## src/dcc_pkg.sv

```systemverilog
// Register map, field layout, reset values and decode helpers.
// Contract
// - Readback bit 5 shows live comparator one.
// - Readback bit 4 shows live comparator zero.
// - Readback bit 1 shows latch one.
// - Readback bit 0 shows latch zero.
// - Positive select decodes bus, line1, line3.
// - Negative select decodes main, low, high.
// - Enable bits power each comparator.
// - Interrupt select one routes rising edges.
// - Interrupt select zero routes rising edges.
// - Both sources share one interrupt.
// - Pin source one picks function or latch.
// - Pin source zero picks function or latch.
// - Clear source one picks software or edge.
// - Clear source zero picks software or edge.
// - Data source one picks function or latch.
// - Data source zero picks function or latch.
// - Sixteen logic functions of both outputs.
package dcc_pkg;

  localparam int ADDR_W = 10;

  // Register indices; the byte address is four times the index.
  localparam logic [7:0] IDX_READBACK = 8'h78;
  localparam logic [7:0] IDX_INPUT_SELECT = 8'h79;
  localparam logic [7:0] IDX_ENABLE = 8'h7A;
  localparam logic [7:0] IDX_OUTPUT_CONTROL = 8'h7B;
  localparam logic [7:0] IDX_LOGIC_FUNC = 8'h7C;
  localparam logic [7:0] IDX_IRQ_ENABLE = 8'h7D;

  // Readback fields.
  localparam int RB_LIVE_ONE = 5;
  localparam int RB_LIVE_ZERO = 4;
  localparam int RB_LATCH_ONE = 1;
  localparam int RB_LATCH_ZERO = 0;

  // Input select fields.
  localparam int POS_ONE_LSB = 6;
  localparam int NEG_ONE_LSB = 4;
  localparam int POS_ZERO_LSB = 2;
  localparam int NEG_ZERO_LSB = 0;

  // Enable fields.
  localparam int EN_ONE = 4;
  localparam int EN_ZERO = 0;

  // Output control fields.
  localparam int OC_IRQ_SEL_ONE = 7;
  localparam int OC_PIN_SRC_ONE = 6;
  localparam int OC_CLEAR_SRC_ONE = 5;
  localparam int OC_DATA_SRC_ONE = 4;
  localparam int OC_IRQ_SEL_ZERO = 3;
  localparam int OC_PIN_SRC_ZERO = 2;
  localparam int OC_CLEAR_SRC_ZERO = 1;
  localparam int OC_DATA_SRC_ZERO = 0;

  // Logic function and interrupt enable fields.
  localparam int LF_ONE_LSB = 4;
  localparam int LF_ZERO_LSB = 0;
  localparam int IE_UNMASK = 0;

  // Reset values.
  localparam logic [7:0] RST_INPUT_SELECT = 8'h00;
  localparam logic [7:0] RST_ENABLE = 8'h00;
  localparam logic [7:0] RST_OUTPUT_CONTROL = 8'h00;
  localparam logic [7:0] RST_LOGIC_FUNC = 8'h00;
  localparam logic RST_IRQ_ENABLE = 1'b0;

  typedef enum logic [1:0] {
    POS_GLOBAL_BUS = 2'h0,
    POS_RESERVED = 2'h1,
    POS_PORT0_LINE1 = 2'h2,
    POS_PORT0_LINE3 = 2'h3
  } dcc_pos_t;

  typedef enum logic [1:0] {
    NEG_MAIN_REF = 2'h0,
    NEG_LOW_REF = 2'h1,
    NEG_HIGH_REF = 2'h2,
    NEG_RESERVED = 2'h3
  } dcc_neg_t;

  // One-hot switch enables {line3, line1, global bus}; reserved opens all.
  function automatic logic [2:0] decode_pos(input logic [1:0] code);
    case (dcc_pos_t'(code))
      POS_GLOBAL_BUS: decode_pos = 3'h1;
      POS_PORT0_LINE1: decode_pos = 3'h2;
      POS_PORT0_LINE3: decode_pos = 3'h4;
      default: decode_pos = 3'h0;
    endcase
  endfunction : decode_pos

  // One-hot switch enables {high, low, main}; reserved opens all.
  function automatic logic [2:0] decode_neg(input logic [1:0] code);
    case (dcc_neg_t'(code))
      NEG_MAIN_REF: decode_neg = 3'h1;
      NEG_LOW_REF: decode_neg = 3'h2;
      NEG_HIGH_REF: decode_neg = 3'h4;
      default: decode_neg = 3'h0;
    endcase
  endfunction : decode_neg

  // Code bit 0 covers A=1,B=1 and bit 3 covers A=0,B=0.
  function automatic logic logic_func(input logic [3:0] code,
                                      input logic a, input logic b);
    logic_func = code[{~a, ~b}];
  endfunction : logic_func

endpackage : dcc_pkg

```

## src/dcc_sync.sv

```systemverilog
// Two-stage synchroniser for one asynchronous comparator output.
`timescale 1ns/1ps
module dcc_sync (
  // Clock and reset.
  input wire logic clk_sys,
  input wire logic rst_n,
  // Data.
  input wire logic async_in,
  output logic sync_out
);

  logic stage_one;

  always_ff @(posedge clk_sys or negedge rst_n) begin
    if (!rst_n) begin
      stage_one <= 1'b0;
      sync_out <= 1'b0;
    end else begin
      stage_one <= async_in;
      sync_out <= stage_one;
    end
  end

endmodule : dcc_sync

```

## src/dcc_channel.sv

```systemverilog
// One comparator channel: logic function, latch and output selection.
`timescale 1ns/1ps
module dcc_channel (
  // Clock and reset.
  input wire logic clk_sys,
  input wire logic rst_n,
  // Comparator levels, gated by enable.
  input wire logic live_self,
  input wire logic live_other,
  // Controls.
  input wire logic [3:0] func_code,
  input wire logic clear_src,
  input wire logic sw_clear,
  input wire logic pin_src,
  input wire logic data_src,
  input wire logic irq_sel,
  input wire logic other_func_rise,
  // Results.
  output logic func_out,
  output logic func_rise,
  output logic latch_out,
  output logic pin_sig,
  output logic sense_data,
  output logic irq_event
);

  logic func_q;
  logic sense_q;
  logic clear_now;

  always_ff @(posedge clk_sys or negedge rst_n) begin
    if (!rst_n) begin
      func_out <= 1'b0;
      func_q <= 1'b0;
    end else begin
      func_out <= dcc_pkg::logic_func(func_code, live_self,
                                      live_other);
      func_q <= func_out;
    end
  end

  assign func_rise = func_out & ~func_q;

  // Software clears count only while software clearing is selected.
  assign clear_now = clear_src ? other_func_rise
                               : sw_clear;

  // A high output in the clearing cycle keeps the latch set.
  always_ff @(posedge clk_sys or negedge rst_n) begin
    if (!rst_n) begin
      latch_out <= 1'b0;
    end else if (live_self) begin
      latch_out <= 1'b1;
    end else if (clear_now) begin
      latch_out <= 1'b0;
    end
  end

  always_ff @(posedge clk_sys or negedge rst_n) begin
    if (!rst_n) begin
      pin_sig <= 1'b0;
      sense_data <= 1'b0;
      sense_q <= 1'b0;
    end else begin
      pin_sig <= pin_src ? latch_out : func_out;
      sense_data <= data_src ? latch_out : func_out;
      sense_q <= sense_data;
    end
  end

  assign irq_event = irq_sel & sense_data & ~sense_q;

endmodule : dcc_channel

```

## src/dcc_top.sv

```systemverilog
// Comparator control block with its Avalon-MM register slave.
`timescale 1ns/1ps
module dcc_top (
  // Clock and reset.
  input wire logic clk_sys,
  input wire logic rst_n,
  // Avalon-MM slave.
  input wire logic [dcc_pkg::ADDR_W-1:0] avs_address,
  input wire logic avs_read,
  input wire logic avs_write,
  input wire logic [31:0] avs_writedata,
  input wire logic [3:0] avs_byteenable,
  output logic [31:0] avs_readdata,
  output logic avs_waitrequest,
  // Raw comparator outputs from the analog side.
  input wire logic comp_raw_one,
  input wire logic comp_raw_zero,
  // Analog controls.
  output logic power_on_one,
  output logic power_on_zero,
  output logic [2:0] pos_route_one,
  output logic [2:0] neg_route_one,
  output logic [2:0] pos_route_zero,
  output logic [2:0] neg_route_zero,
  // Routed comparator signals.
  output logic pin_sig_one,
  output logic pin_sig_zero,
  output logic sense_data_one,
  output logic sense_data_zero,
  output logic analog_irq
);

  typedef enum logic [1:0] {
    BUS_IDLE = 2'b00,
    BUS_ANSWER = 2'b01
  } dcc_bus_t;

  dcc_bus_t bus_state;
  dcc_bus_t next_bus_state;

  logic [7:0] input_select;
  logic [7:0] enable_bits;
  logic [7:0] output_control;
  logic [7:0] logic_func_select;
  logic irq_unmask;

  logic [1:0] raw_cmp;
  logic [1:0] sync_cmp;
  logic [1:0] live_cmp;
  logic [1:0] en_cmp;
  logic [1:0] func_out;
  logic [1:0] func_rise;
  logic [1:0] latch_out;
  logic [1:0] pin_sig;
  logic [1:0] sense_data;
  logic [1:0] irq_event;
  logic [1:0] sw_clear;
  logic [1:0] clear_src;
  logic [1:0] pin_src;
  logic [1:0] data_src;
  logic [1:0] irq_sel;
  logic [3:0] func_code [2];

  logic [7:0] reg_index;
  logic addr_aligned;
  logic commit_write;
  logic lane_zero;
  logic [7:0] wbyte;

  // Index 1 is comparator one, index 0 is comparator zero.
  assign raw_cmp = {comp_raw_one, comp_raw_zero};
  assign en_cmp[1] = enable_bits[dcc_pkg::EN_ONE];
  assign en_cmp[0] = enable_bits[dcc_pkg::EN_ZERO];
  assign clear_src[1] = output_control[dcc_pkg::OC_CLEAR_SRC_ONE];
  assign clear_src[0] = output_control[dcc_pkg::OC_CLEAR_SRC_ZERO];
  assign pin_src[1] = output_control[dcc_pkg::OC_PIN_SRC_ONE];
  assign pin_src[0] = output_control[dcc_pkg::OC_PIN_SRC_ZERO];
  assign data_src[1] = output_control[dcc_pkg::OC_DATA_SRC_ONE];
  assign data_src[0] = output_control[dcc_pkg::OC_DATA_SRC_ZERO];
  assign irq_sel[1] = output_control[dcc_pkg::OC_IRQ_SEL_ONE];
  assign irq_sel[0] = output_control[dcc_pkg::OC_IRQ_SEL_ZERO];
  assign func_code[1] = logic_func_select[dcc_pkg::LF_ONE_LSB +: 4];
  assign func_code[0] = logic_func_select[dcc_pkg::LF_ZERO_LSB +: 4];

  // A disabled comparator is powered off and reads as low.
  assign live_cmp = sync_cmp & en_cmp;

  genvar gi;
  generate
    for (gi = 0; gi < 2; gi++) begin : g_chan
      dcc_sync u_sync (
        .clk_sys(clk_sys),
        .rst_n(rst_n),
        .async_in(raw_cmp[gi]),
        .sync_out(sync_cmp[gi])
      );

      dcc_channel u_chan (
        .clk_sys(clk_sys),
        .rst_n(rst_n),
        .live_self(live_cmp[gi]),
        .live_other(live_cmp[1-gi]),
        .func_code(func_code[gi]),
        .clear_src(clear_src[gi]),
        .sw_clear(sw_clear[gi]),
        .pin_src(pin_src[gi]),
        .data_src(data_src[gi]),
        .irq_sel(irq_sel[gi]),
        .other_func_rise(func_rise[1-gi]),
        .func_out(func_out[gi]),
        .func_rise(func_rise[gi]),
        .latch_out(latch_out[gi]),
        .pin_sig(pin_sig[gi]),
        .sense_data(sense_data[gi]),
        .irq_event(irq_event[gi])
      );
    end
  endgenerate

  // Bus decode.
  assign reg_index = avs_address[9:2];
  assign addr_aligned = (avs_address[1:0] == 2'h0);
  assign lane_zero = avs_byteenable[0];
  assign wbyte = avs_writedata[7:0];

  // Writes land at the edge where waitrequest is seen low.
  assign commit_write = (bus_state == BUS_ANSWER) && avs_write &&
                        addr_aligned && lane_zero;

  // Only a written zero clears; a written one is ignored.
  assign sw_clear[1] = commit_write &&
                       (reg_index == dcc_pkg::IDX_READBACK) &&
                       !wbyte[dcc_pkg::RB_LATCH_ONE];
  assign sw_clear[0] = commit_write &&
                       (reg_index == dcc_pkg::IDX_READBACK) &&
                       !wbyte[dcc_pkg::RB_LATCH_ZERO];

  // Bus handshake: one wait cycle, then a single answer cycle.
  always_comb begin
    next_bus_state = bus_state;
    case (bus_state)
      BUS_IDLE: begin
        if (avs_read || avs_write) begin
          next_bus_state = BUS_ANSWER;
        end
      end
      BUS_ANSWER: begin
        next_bus_state = BUS_IDLE;
      end
      default: begin
        next_bus_state = BUS_IDLE;
      end
    endcase
  end

  always_ff @(posedge clk_sys or negedge rst_n) begin
    if (!rst_n) begin
      bus_state <= BUS_IDLE;
    end else begin
      bus_state <= next_bus_state;
    end
  end

  always_ff @(posedge clk_sys or negedge rst_n) begin
    if (!rst_n) begin
      avs_waitrequest <= 1'b1;
    end else begin
      avs_waitrequest <= (next_bus_state != BUS_ANSWER);
    end
  end

  // Read data is captured one edge before it is taken.
  always_ff @(posedge clk_sys or negedge rst_n) begin
    if (!rst_n) begin
      avs_readdata <= 32'h0000_0000;
    end else if (bus_state == BUS_IDLE && avs_read) begin
      avs_readdata <= 32'h0000_0000;
      if (addr_aligned) begin
        case (reg_index)
          dcc_pkg::IDX_READBACK: begin
            avs_readdata[dcc_pkg::RB_LIVE_ONE] <= live_cmp[1];
            avs_readdata[dcc_pkg::RB_LIVE_ZERO] <= live_cmp[0];
            avs_readdata[dcc_pkg::RB_LATCH_ONE] <= latch_out[1];
            avs_readdata[dcc_pkg::RB_LATCH_ZERO] <= latch_out[0];
          end
          dcc_pkg::IDX_INPUT_SELECT: begin
            avs_readdata[7:0] <= input_select;
          end
          dcc_pkg::IDX_ENABLE: begin
            avs_readdata[7:0] <= enable_bits;
          end
          dcc_pkg::IDX_OUTPUT_CONTROL: begin
            avs_readdata[7:0] <= output_control;
          end
          dcc_pkg::IDX_LOGIC_FUNC: begin
            avs_readdata[7:0] <= logic_func_select;
          end
          dcc_pkg::IDX_IRQ_ENABLE: begin
            avs_readdata[dcc_pkg::IE_UNMASK] <= irq_unmask;
          end
          default: begin
            avs_readdata <= 32'h0000_0000;
          end
        endcase
      end
    end
  end

  // Input selection register.
  always_ff @(posedge clk_sys or negedge rst_n) begin
    if (!rst_n) begin
      input_select <= dcc_pkg::RST_INPUT_SELECT;
    end else if (commit_write &&
                 reg_index == dcc_pkg::IDX_INPUT_SELECT) begin
      input_select <= wbyte;
    end
  end

  // Enable register; reserved bits are not stored and read as zero.
  always_ff @(posedge clk_sys or negedge rst_n) begin
    if (!rst_n) begin
      enable_bits <= dcc_pkg::RST_ENABLE;
    end else if (commit_write && reg_index == dcc_pkg::IDX_ENABLE) begin
      enable_bits <= 8'h00;
      enable_bits[dcc_pkg::EN_ONE] <= wbyte[dcc_pkg::EN_ONE];
      enable_bits[dcc_pkg::EN_ZERO] <= wbyte[dcc_pkg::EN_ZERO];
    end
  end

  // Output control register.
  always_ff @(posedge clk_sys or negedge rst_n) begin
    if (!rst_n) begin
      output_control <= dcc_pkg::RST_OUTPUT_CONTROL;
    end else if (commit_write &&
                 reg_index == dcc_pkg::IDX_OUTPUT_CONTROL) begin
      output_control <= wbyte;
    end
  end

  // Logic function codes for both channels.
  always_ff @(posedge clk_sys or negedge rst_n) begin
    if (!rst_n) begin
      logic_func_select <= dcc_pkg::RST_LOGIC_FUNC;
    end else if (commit_write &&
                 reg_index == dcc_pkg::IDX_LOGIC_FUNC) begin
      logic_func_select <= wbyte;
    end
  end

  // Analog interrupt mask.
  always_ff @(posedge clk_sys or negedge rst_n) begin
    if (!rst_n) begin
      irq_unmask <= dcc_pkg::RST_IRQ_ENABLE;
    end else if (commit_write &&
                 reg_index == dcc_pkg::IDX_IRQ_ENABLE) begin
      irq_unmask <= wbyte[dcc_pkg::IE_UNMASK];
    end
  end

  // Power and input switch drives.
  always_ff @(posedge clk_sys or negedge rst_n) begin
    if (!rst_n) begin
      power_on_one <= 1'b0;
      power_on_zero <= 1'b0;
    end else begin
      power_on_one <= en_cmp[1];
      power_on_zero <= en_cmp[0];
    end
  end

  always_ff @(posedge clk_sys or negedge rst_n) begin
    if (!rst_n) begin
      pos_route_one <= 3'h0;
      pos_route_zero <= 3'h0;
    end else begin
      pos_route_one <= dcc_pkg::decode_pos(
        input_select[dcc_pkg::POS_ONE_LSB +: 2]);
      pos_route_zero <= dcc_pkg::decode_pos(
        input_select[dcc_pkg::POS_ZERO_LSB +: 2]);
    end
  end

  always_ff @(posedge clk_sys or negedge rst_n) begin
    if (!rst_n) begin
      neg_route_one <= 3'h0;
      neg_route_zero <= 3'h0;
    end else begin
      neg_route_one <= dcc_pkg::decode_neg(
        input_select[dcc_pkg::NEG_ONE_LSB +: 2]);
      neg_route_zero <= dcc_pkg::decode_neg(
        input_select[dcc_pkg::NEG_ZERO_LSB +: 2]);
    end
  end

  // Routed signals, re-registered at the boundary.
  always_ff @(posedge clk_sys or negedge rst_n) begin
    if (!rst_n) begin
      pin_sig_one <= 1'b0;
      pin_sig_zero <= 1'b0;
    end else begin
      pin_sig_one <= pin_sig[1];
      pin_sig_zero <= pin_sig[0];
    end
  end

  always_ff @(posedge clk_sys or negedge rst_n) begin
    if (!rst_n) begin
      sense_data_one <= 1'b0;
      sense_data_zero <= 1'b0;
    end else begin
      sense_data_one <= sense_data[1];
      sense_data_zero <= sense_data[0];
    end
  end

  // Either selected source raises the one shared interrupt pulse.
  always_ff @(posedge clk_sys or negedge rst_n) begin
    if (!rst_n) begin
      analog_irq <= 1'b0;
    end else begin
      analog_irq <= irq_unmask && (|irq_event);
    end
  end

endmodule : dcc_top

```

## config.mk

```make
export PLATFORM = sky130hd
export DESIGN_NAME = dcc_top
export DESIGN_NICKNAME = d
export VERILOG_FILES = /design/src/dcc_pkg.sv /design/src/dcc_sync.sv /design/src/dcc_channel.sv /design/src/dcc_top.sv
export SDC_FILE = /design/constraint.sdc
export NUM_CORES = 1
export LEC_CHECK = 0
export ABC_AREA = 1
export BUFFER_PORTS_ARGS = -buffer_cell sky130_fd_sc_hd__buf_2
export CORE_MARGIN = 1
export CORE_UTILIZATION = 35
export DETAILED_ROUTE_END_ITERATION = 10
export GPL_ROUTABILITY_DRIVEN = 0
export MAX_ROUTING_LAYER = met4
export PLACE_DENSITY_LB_ADDON = 0.08
export SYNTH_ARGS = -nofsm -noshare
export SYNTH_HDL_FRONTEND = slang
export SYNTH_SLANG_ARGS = --single-unit
export TNS_END_PERCENT = 30
```

## constraint.sdc

```tcl
create_clock -name clk_sys -period 1.7 [get_ports clk_sys]
set_clock_uncertainty 0.15 [all_clocks]
set_input_delay 0.255 -clock clk_sys [delete_from_list [all_inputs] [get_ports clk_sys]]
set_output_delay 0.255 -clock clk_sys [all_outputs]
set_load 0.02 [all_outputs]
```

; Yosys cells after proc, flatten, opt, wreduce, memory -nomap -nowiden
; Cells that the tools add are included.
[totals]
out_inout_bits = 52
reg_bits = 95
[op_classes]
reduce_logical = 25
n_eq_ne = 16
mux = 26
order_cmp = 2
bitwise_logic = 13
[op_table]
columns = cell, count
row1 = $eq 8x7->1 const B, 6
row2 = $pmux 3 s3, 4
row3 = $logic_and 1x1->1, 13
row4 = $eq 2x2->1 const B, 6
row5 = $logic_not 2->1, 6
row6 = $mux 1, 12
row7 = $pmux 2 s3, 2
row8 = $pmux 2 s5, 1
row9 = $mux 8, 1
row10 = $and 1x1->1, 6
row11 = $eq 2x1->1 const B, 3
row12 = $lt 2x3->1 const B, 2
row13 = $not 1->1, 6
row14 = $pmux 1 s6, 1
row15 = $bmux 1 s2, 2
row16 = $mux 2, 2
row17 = $pmux 1 s4, 1
row18 = $reduce_bool 2->1, 2
row19 = $and 2x2->2, 1
row20 = $logic_not 1->1, 2
row21 = $ne 2x1->1 const B, 1
row22 = $reduce_or 2->1, 1
row23 = $logic_or 1x1->1, 1

; Longest topological paths before layout
; Gate-level depths: netlist of run 1.
[logic_depth]
word_depth = 9
ltp_mapped = 10

; Hierarchy
; A second synthesis of run 1 with hierarchy kept.
[hier_totals]
cells_unflattened = 374
hier_area_um2 = 3309.4
[by_module_without_submodules]
columns = mod, area_each_um2, cells_per_inst, instances, seq_area_each_um2
row1 = dcc_top, 2701.3, 306, 1, 1427.6
row2 = dcc_channel, 254.0, 32, 2, 150.1
row3 = dcc_sync, 50.0, 2, 2, 50.0

; Worst setup path after synthesis of run 1
; OpenSTA, ideal clock, no wires.
[synth_path]
path_kind = reg2reg
start = reg bus_state[1]
end = reg input_select[2]
path_slack_ns = 0.307
setup_ns = 0.123
arrival_ns = 1.120
n_path_buf = 1
period_less_slack_ns = 1.393
t_required_ns = 1.427
stages_incl_launch_ff = 6
path_cell_list = dfrtp_1 > nor2_2 > nand4_4 > clkbuf_2 > o21ai_0 > nand2_1
[synth_via]
elab_chain_len = 5
[synth_lines]
columns = element, line_no
row1 = "start, declared", dcc_top.sv:38  ; dcc_bus_t bus_state;
row2 = "start signal, assigned", dcc_top.sv:160  ; bus_state <= next_bus_state;
row3 = $eq 2x1->1, dcc_top.sv:127  ; assign commit_write = (bus_state == BUS_ANSWER) && avs_write &&
row4 = $logic_and 1x1->1 (2 in a row), dcc_top.sv:127
row5 = $logic_and 1x1->1, dcc_top.sv:128  ; addr_aligned && lane_zero;
row6 = $logic_and 1x1->1, dcc_top.sv:213  ; end else if (commit_write &&
row7 = "end signal, assigned", dcc_top.sv:212  ; input_select <= dcc_pkg::RST_INPUT_SELECT;
row8 = "end signal, assigned", dcc_top.sv:215  ; input_select <= wbyte;
row9 = "end, declared", dcc_top.sv:41  ; logic [7:0] input_select;
; No other way between the ends.
; A chain may end at the register's enable or synchronous reset.

; Worst setup path after layout of run 1
[layout_path]
start = reg bus_state[1]
end = reg logic_func_select[0]
[layout_via]
elab_chain_len = 5
[layout_lines]
columns = element, line_no
row1 = $eq 2x1->1, dcc_top.sv:127
row2 = $logic_and 1x1->1 (2 in a row), dcc_top.sv:127
row3 = $logic_and 1x1->1, dcc_top.sv:128
row4 = $logic_and 1x1->1, dcc_top.sv:244  ; end else if (commit_write &&
row5 = "end signal, assigned", dcc_top.sv:243  ; logic_func_select <= dcc_pkg::RST_LOGIC_FUNC;
row6 = "end signal, assigned", dcc_top.sv:246  ; logic_func_select <= wbyte;
row7 = "end, declared", dcc_top.sv:44  ; logic [7:0] logic_func_select;
; No other way between the ends.

==> flow_summary.json, run 1 <==
{
  "status": "finished, violations left",
  "violations": "DRC",
  "diodes": 0,
  "fp.dieW_um": 97.9,
  "required_ns": 1.82,
  "ys_warn_count": 0,
  "grt_pass1_wl_um": 11600,
  "vias": 2422,
  "synth_fa_ha_area_share_pct": 0,
  "cts_max_level": 3,
  "drtIter0Drc": 76,
  "wirelength_um": 7160,
  "ioPinCount": 104,
  "rsz0062_at_grt": "false",
  "num_rows": 34,
  "die_h_um": 97.9,
  "cts-root-buf": "clkbuf_8",
  "grt_start_max_net_pins": 72,
  "use_met1_pct": 21.4,
  "top_usage_layer": "met2",
  "crit_fanout": 18,
  "clkTransAtPathRegs_ns": 0.09,
  "period_minus_slack_ns": 1.49,
  "nFillCells": 874,
  "firstDrtPassIters": 8,
  "core-area_sq_um": 8810,
  "areaGrowthSynthToFinish_pct": 20.5,
  "die_area_sq_um": 9580,
  "postRouteAntennaNets": 0,
  "synth_seq_area_share_pct": 55.3,
  "worst_setup_path_start_kind": "register",
  "synthSimpleGateAreaFrac_pct": 25.3,
  "synth-xor-area-share_pct": 0,
  "drc_errors": 3,
  "max_freq_ghz": 0.669,
  "grt-ovfl-total": 0,
  "synth_seq_cells": 71,
  "wl_per_cell_um": 13.3,
  "synth_mux_area_share_pct": 0,
  "syn-cell-area_sq_um": 3220,
  "clk-insertion-delay-late_ns": 0.35,
  "fin_cells": 537,
  "leakagePower_uw": 0.00215,
  "critical_path_class": "register to register",
  "initial_core_util_pct": 36.5,
  "peakVddDrop_mv": 0.403,
  "cts_tree": "built",
  "synth_top_family_by_area": "simple AND/OR/NAND/NOR gates",
  "post-route-period-util_pct": 87.9,
  "drv_cap": 0,
  "synthCells": 348,
  "slowest_delay_ns": 0.39,
  "avgSynthCellArea_sq_um": 9.24,
  "dp_hpwl_um": 5200,
  "clockBufferDepth": 2,
  "fin_tns_setup_ns": 0,
  "vias_per_cell": 4.51,
  "grt_pass1_vias": 2257,
  "grt_usage_pct": 16.8,
  "io_buffers": 52,
  "nets": 476,
  "maxSlewViolCount": 0,
  "cts_sinks": 71,
  "slowest_stage": "dfrtp_1",
  "cp-end-kind": "register",
  "cp.arrival_ns": 1.61,
  "cts_resized": 0,
  "crit_chain": "nor2_2, nand4_4, buf_12, nor2_4, nor2_1, a21oi_1",
  "grt_antenna_before_repair": 0,
  "synth_cell_types": 27,
  "place_inst": 517,
  "r2r_slack_ns": 0.21,
  "numCtsBuffers": 9,
  "hold_path_class": "input port to register",
  "grt.met2_usage_pct": 24.5,
  "hold_viol": 0,
  "p_per_area_nw_per_um2": 895,
  "use_met3_pct": 3.94,
  "setup_viol": 0,
  "drive_above_1_share_pct": 24.7,
  "synth_compound_area_share_pct": 8.05
}
==> worst paths after layout <==
path                                               startpoint                                to  cells after the start
setup / recovery                       bus_state[1]$_DFF_PN0_  logic_func_select[0]$_DFFE_PN0P_                      6
hold / removal                               avs_writedata[3]       input_select[3]$_DFFE_PN0P_                      3
setup reg to reg                       bus_state[1]$_DFF_PN0_  logic_func_select[0]$_DFFE_PN0P_                      6
hold reg to reg            g_chan[0].u_chan.pin_sig$_DFF_PN0_            pin_sig_zero$_DFF_PN0_                      0
max in group asynchronous                               rst_n         avs_waitrequest$_DFF_PN1_                      3
min in group asynchronous                               rst_n       input_select[6]$_DFFE_PN0P_                      3
==> area by class of cell <==
class                           count  area [sq um]  share of cell area (%)
Tap cell                          108           135                    3.49
Clock inverter                      7          96.3                    2.49
Multi-Input combinational cell    238          1170                    30.1
Clock buffer                        9           124                    3.20
Timing Repair Buffer               71           450                    11.6
Inverter                           33           124                    3.20
Sequential cell                    71          1780                    45.9
==> metal layers <==
| metal | wire (um) | part of all wire (%) |
|---|---|---|
| met5 | 0 | 0 |
| met4 | 207 | 2.9 |
| met3 | 297 | 4.1 |
| met2 | 3350 | 47 |
| met1 | 3310 | 46 |
==> cells in the mapped netlist <==
library cell	count	share of area, %
nand2_1	81	9.5
conb_1	1	0.12
nand4_1	3	0.58
nand3_4	1	0.54
nand4_4	1	0.66
o22ai_1	2	0.39
inv_1	33	3.9
nor3_1	1	0.16
dfrtp_1	70	54
a21oi_2	1	0.27
buf_6	4	1.4
nand2_2	1	0.19
nor2_4	9	3.2
nand3_1	37	5.8
o21bai_1	1	0.23
dfstp_2	1	0.82
o21ai_0	34	5.3
o21ai_1	1	0.16
a21oi_1	4	0.62
o21ai_2	4	1.1
clkbuf_2	1	0.16
nand3_2	1	0.31
buf_4	25	5.8
nor2_2	1	0.19
nor2_1	26	3.0
nand2_4	3	1.1
nand3b_1	1	0.23
==> worst max-delay path: cells and delay by family (launching register included) <==
kind / cells / cell delay [ns]
AND/OR/NAND/NOR: 4 / 0.57
buffers and inverters: 1 / 0.18
flip-flops: 1 / 0.39
AO/OA/AOI/OAI: 1 / 0.13
==> report_power, final <==
group          switching, uW  total (uW)  leakage, uW  internal, uW
clock                    691        1520     0.000102           828
combinational            166         228      0.00116          61.3
sequential              12.6        1720     0.000883          1710
==> registers in the layout (all words and copies together) (netlist names), 3 cells and up <==
name               flops
avs_readdata           8
input_select           8
logic_func_select      8
output_control         8
neg_route_one          3
neg_route_zero         3
pos_route_one          3
pos_route_zero         3
==> layout by cell type, fill, tap and decap left out, types with 9 or more instances in the layout <==
cell,count
o21ai_0,34
nor2_1,26
buf_2,52
inv_1,33
buf_4,12
dfrtp_1,70
nand3_1,37
conb_1,25
nor2_4,9
clkbuf_8,9
nand2_1,81
==> cells by family (layout without fill, tap and decap cells) <==
logic type	Yosys count	after routing
compound gates	47	47
buf+inv	63	120
flops	71	71
other cells	1	25
simple gates	166	166
==> through the flow <==
stage	power [uW]	worst slack [ns]	util, %	cell area, sq um	hold slack, ns
after global placement	1980	0.122	41.0	3610	0.168
final	3470	0.205	44.0	3870	0.00768
after global routing	3610	0.0897	44.0	3870	0.0195
after detailed placement	1980	0.110	41.0	3610	0.167
after floorplan	1910	0.307	-	3310	-0.191
after CTS	3500	0.179	44.0	3870	0.00243
==> what timing repair did <==
item                      CTS  global route
buffers inserted            0             0
hold endpoints to repair   73             0
hold buffers                4             0
(Power assumes the default switching activity.)
==> run 2, diff against run 1 <==
Settings changed: SYNTH_HIERARCHICAL set to 1.
==> run 2 against run 1 <==
The run now ends clean. Worst hold slack better by 0.017 ns. Final cell count is 5.8% higher. Global-route usage is 0.68 points higher. Synthesized cell count increased by 7.5%. Critical path type unchanged. Critical endpoint is now output_control[5]$_DFFE_PN0P_. Largest cell class unchanged. Largest power group unchanged.
==> flow_summary.json, run 2 <==
{
  "synthTopCellsByArea": "dfrtp_1, nand2_1, nand3_1",
  "grt_antenna_before_repair": 0,
  "clk-insertion-delay-late_ns": 0.35,
  "cts_tree": "built",
  "critPathBufInv": 1,
  "maxSlewViolCount": 0,
  "cts-root-buf": "clkbuf_8",
  "synth_compound_area_share_pct": 5.97,
  "initial_core_util_pct": 36.0,
  "drc_errors": 0,
  "period_minus_slack_ns": 1.57,
  "numCtsBuffers": 9,
  "post-route-period-util_pct": 92.5,
  "fin_tns_setup_ns": 0,
  "netlist_top_cells_count": "nand2_1, dfrtp_1, nand3_1",
  "ys_warn_count": 6,
  "synth_fa_ha_area_share_pct": 0,
  "leakagePower_uw": 0.00223,
  "total_power_uw": 3490,
  "crit_fanout": 9,
  "grt-ovfl-total": 0,
  "die_h_um": 99.2,
  "async_reset_ff_share_pct": 100,
  "rr_endpoint": "output_control[5]$_DFFE_PN0P_",
  "synth_edf_count": 0,
  "synth-xor-area-share_pct": 0,
  "required_ns": 1.77,
  "wl_per_cell_um": 13.2,
  "reg2reg_from": "bus_state[1]$_DFF_PN0_",
  "wirelength_um": 7510,
  "setup_viol": 0,
  "cts_sinks": 73,
  "firstDrtPassIters": 4,
  "synth_mux_area_share_pct": 0,
  "startpoint": "bus_state[1]$_DFF_PN0_",
  "synth_cell_types": 27,
  "cts_max_level": 3,
  "rr_worst_depth": 5,
  "slowest_delay_ns": 0.41,
  "synthCells": 374,
  "max_freq_ghz": 0.636,
  "clockBufferDepth": 2,
  "crit_top_cell": "nor2_4",
  "syn-cell-area_sq_um": 3310,
  "clkTransAtPathRegs_ns": 0.08,
  "postRouteAntennaNets": 0,
  "worst_setup_path_start_kind": "register",
  "hold_viol": 0,
  "yosysMostFrequentCell": "nand2_1",
  "synth_seq_area_share_pct": 55.2,
  "crit_end": "output_control[5]$_DFFE_PN0P_",
  "drive_above_1_share_pct": 24.1,
  "nets": 504,
  "grt_pass1_vias": 2502,
  "hold_path_class": "input port to register",
  "io_buffers": 52,
  "areaGrowthSynthToFinish_pct": 20.3,
  "cp_top_family": "simple AND/OR/NAND/NOR gates",
  "rsz0062_at_grt": "false",
  "r2r_slack_ns": 0.13,
  "diodes": 0,
  "cp.arrival_ns": 1.65,
  "ioPinCount": 104,
  "peakVddDrop_mv": 0.428,
  "drv_cap": 0,
  "grt_start_max_net_pins": 74,
  "drtIter0Drc": 114,
  "final_common_cell": "nand2_1",
  "cp.depth": 5,
  "grt_usage_pct": 17.5,
  "avgSynthCellArea_sq_um": 8.85,
  "synth_top_family_by_area": "simple AND/OR/NAND/NOR gates",
  "cp-end-kind": "register",
  "vias_per_cell": 4.53,
  "grt_pass1_wl_um": 12500,
  "crit_chain": "nor2_4, nand4_4, buf_4, nor2_4, o21ai_0",
  "dp_hpwl_um": 5370,
  "synth_seq_cells": 73,
  "die_area_sq_um": 9850,
  "core-area_sq_um": 9200,
  "final_cell_mix": "nand2_1, dfrtp_1, buf_2",
  "synthFlopType": "dfrtp_1",
  "synthSimpleGateAreaFrac_pct": 27.2,
  "num_rows": 35,
  "vias": 2573,
  "critical_path_class": "register to register",
  "p_per_area_nw_per_um2": 876,
  "slowest_stage": "dfrtp_1",
  "synth_largest_area_cell": "dfrtp_1",
  "fp.dieW_um": 99.2,
  "yosysTopAreaCellShare_pct": 54.4,
  "status": "finished clean"
}
-- run 2: changes by cell type after synthesis, moves of 3 or more --
cell,delta
nand2_1,+17
nand2_2,+7
nand3_1,+6
inv_2,+4
o21ai_0,-4
o21ai_1,+4
a21oi_1,-3
buf_2,+3
inv_1,+3
-- run 2: cell families after synthesis --
family,count (synthesis)
flip-flops,73
buffers and inverters,72
AND/OR/NAND/NOR,190
other,1
AO/OA/AOI/OAI,38
-- run 2: how the worst min path moves through the flow --
| stage | cells after the start | end | slack, ns | from |
|---|---|---|---|---|
| after CTS | 3 | logic_func_select[2]$_DFFE_PN0P_ | 0.01 | avs_writedata[2] |
| after global placement | 2 | pos_route_one[2]$_DFF_PN0_ | 0.17 | rst_n |
| after global routing | 3 | logic_func_select[1]$_DFFE_PN0P_ | 0.01 | avs_writedata[1] |
| after detailed placement | 2 | pos_route_one[0]$_DFF_PN0_ | 0.16 | rst_n |
| final | 3 | input_select[5]$_DFFE_PN0P_ | 0.02 | avs_writedata[5] |
| after floorplan | 0 | analog_irq$_DFF_PN0_ | -0.19 | rst_n |
-- run 2: where the power goes --
group	internal, uW	total (uW)	switching (uW)
Combinational	61.2	228	166
Sequential	1750	1760	8.89
Clock	834	1500	666
Total	2650	3490	841
-- run 2: layer usage --
layer	up-vias	share of wire (%)	track usage [%]	routed length, um
met5	-	0	-	0
met4	0	1.5	5.77	116
met3	9	5.1	4.92	385
met2	69	48	27.9	3640
met1	1210	45	21.3	3370
li1	1285	-	-	-
-- run 2: layout make-up --
type	instances	area, sq um
fillers	938	5210
flip-flops and latches	73	1830
multi-input cells	254	1200
repair buffers	72	435
inverters	42	158
well taps	111	139
clock buffers	10	128
clock inverters	6	91.3
-- run 2: what timing repair did --
item / in CTS / in global routing
resized for setup: 0 / 1
hold endpoints to repair: 78 / 0
setup endpoints to repair: 0 / 10
hold buffers: 5 / 0
buffers inserted: 0 / 2
-- run 2: stage by stage --
stage / area, sq um / setup slack, ns / utilization, % / cells / hold slack [ns]
finish: 3980 / 0.128 / 43.3 / 568 / 0.0242
global placement: 3690 / 0.0965 / 40.1 / 544 / 0.168
floorplan: 3400 / 0.246 / - / 398 / -0.191
detailed placement: 3690 / 0.0942 / 40.1 / 544 / 0.164
CTS: 3960 / 0.0580 / 43.0 / 565 / 0.00970
global route: 3980 / 0.0000285 / 43.3 / 568 / 0.0133
-- run 2: worst min-delay path: cells and delay by family --
family | cells | cell delay, ns
buf+inv | 1 | 0.12
simple gates | 1 | 0.06
compound gates | 1 | 0.06
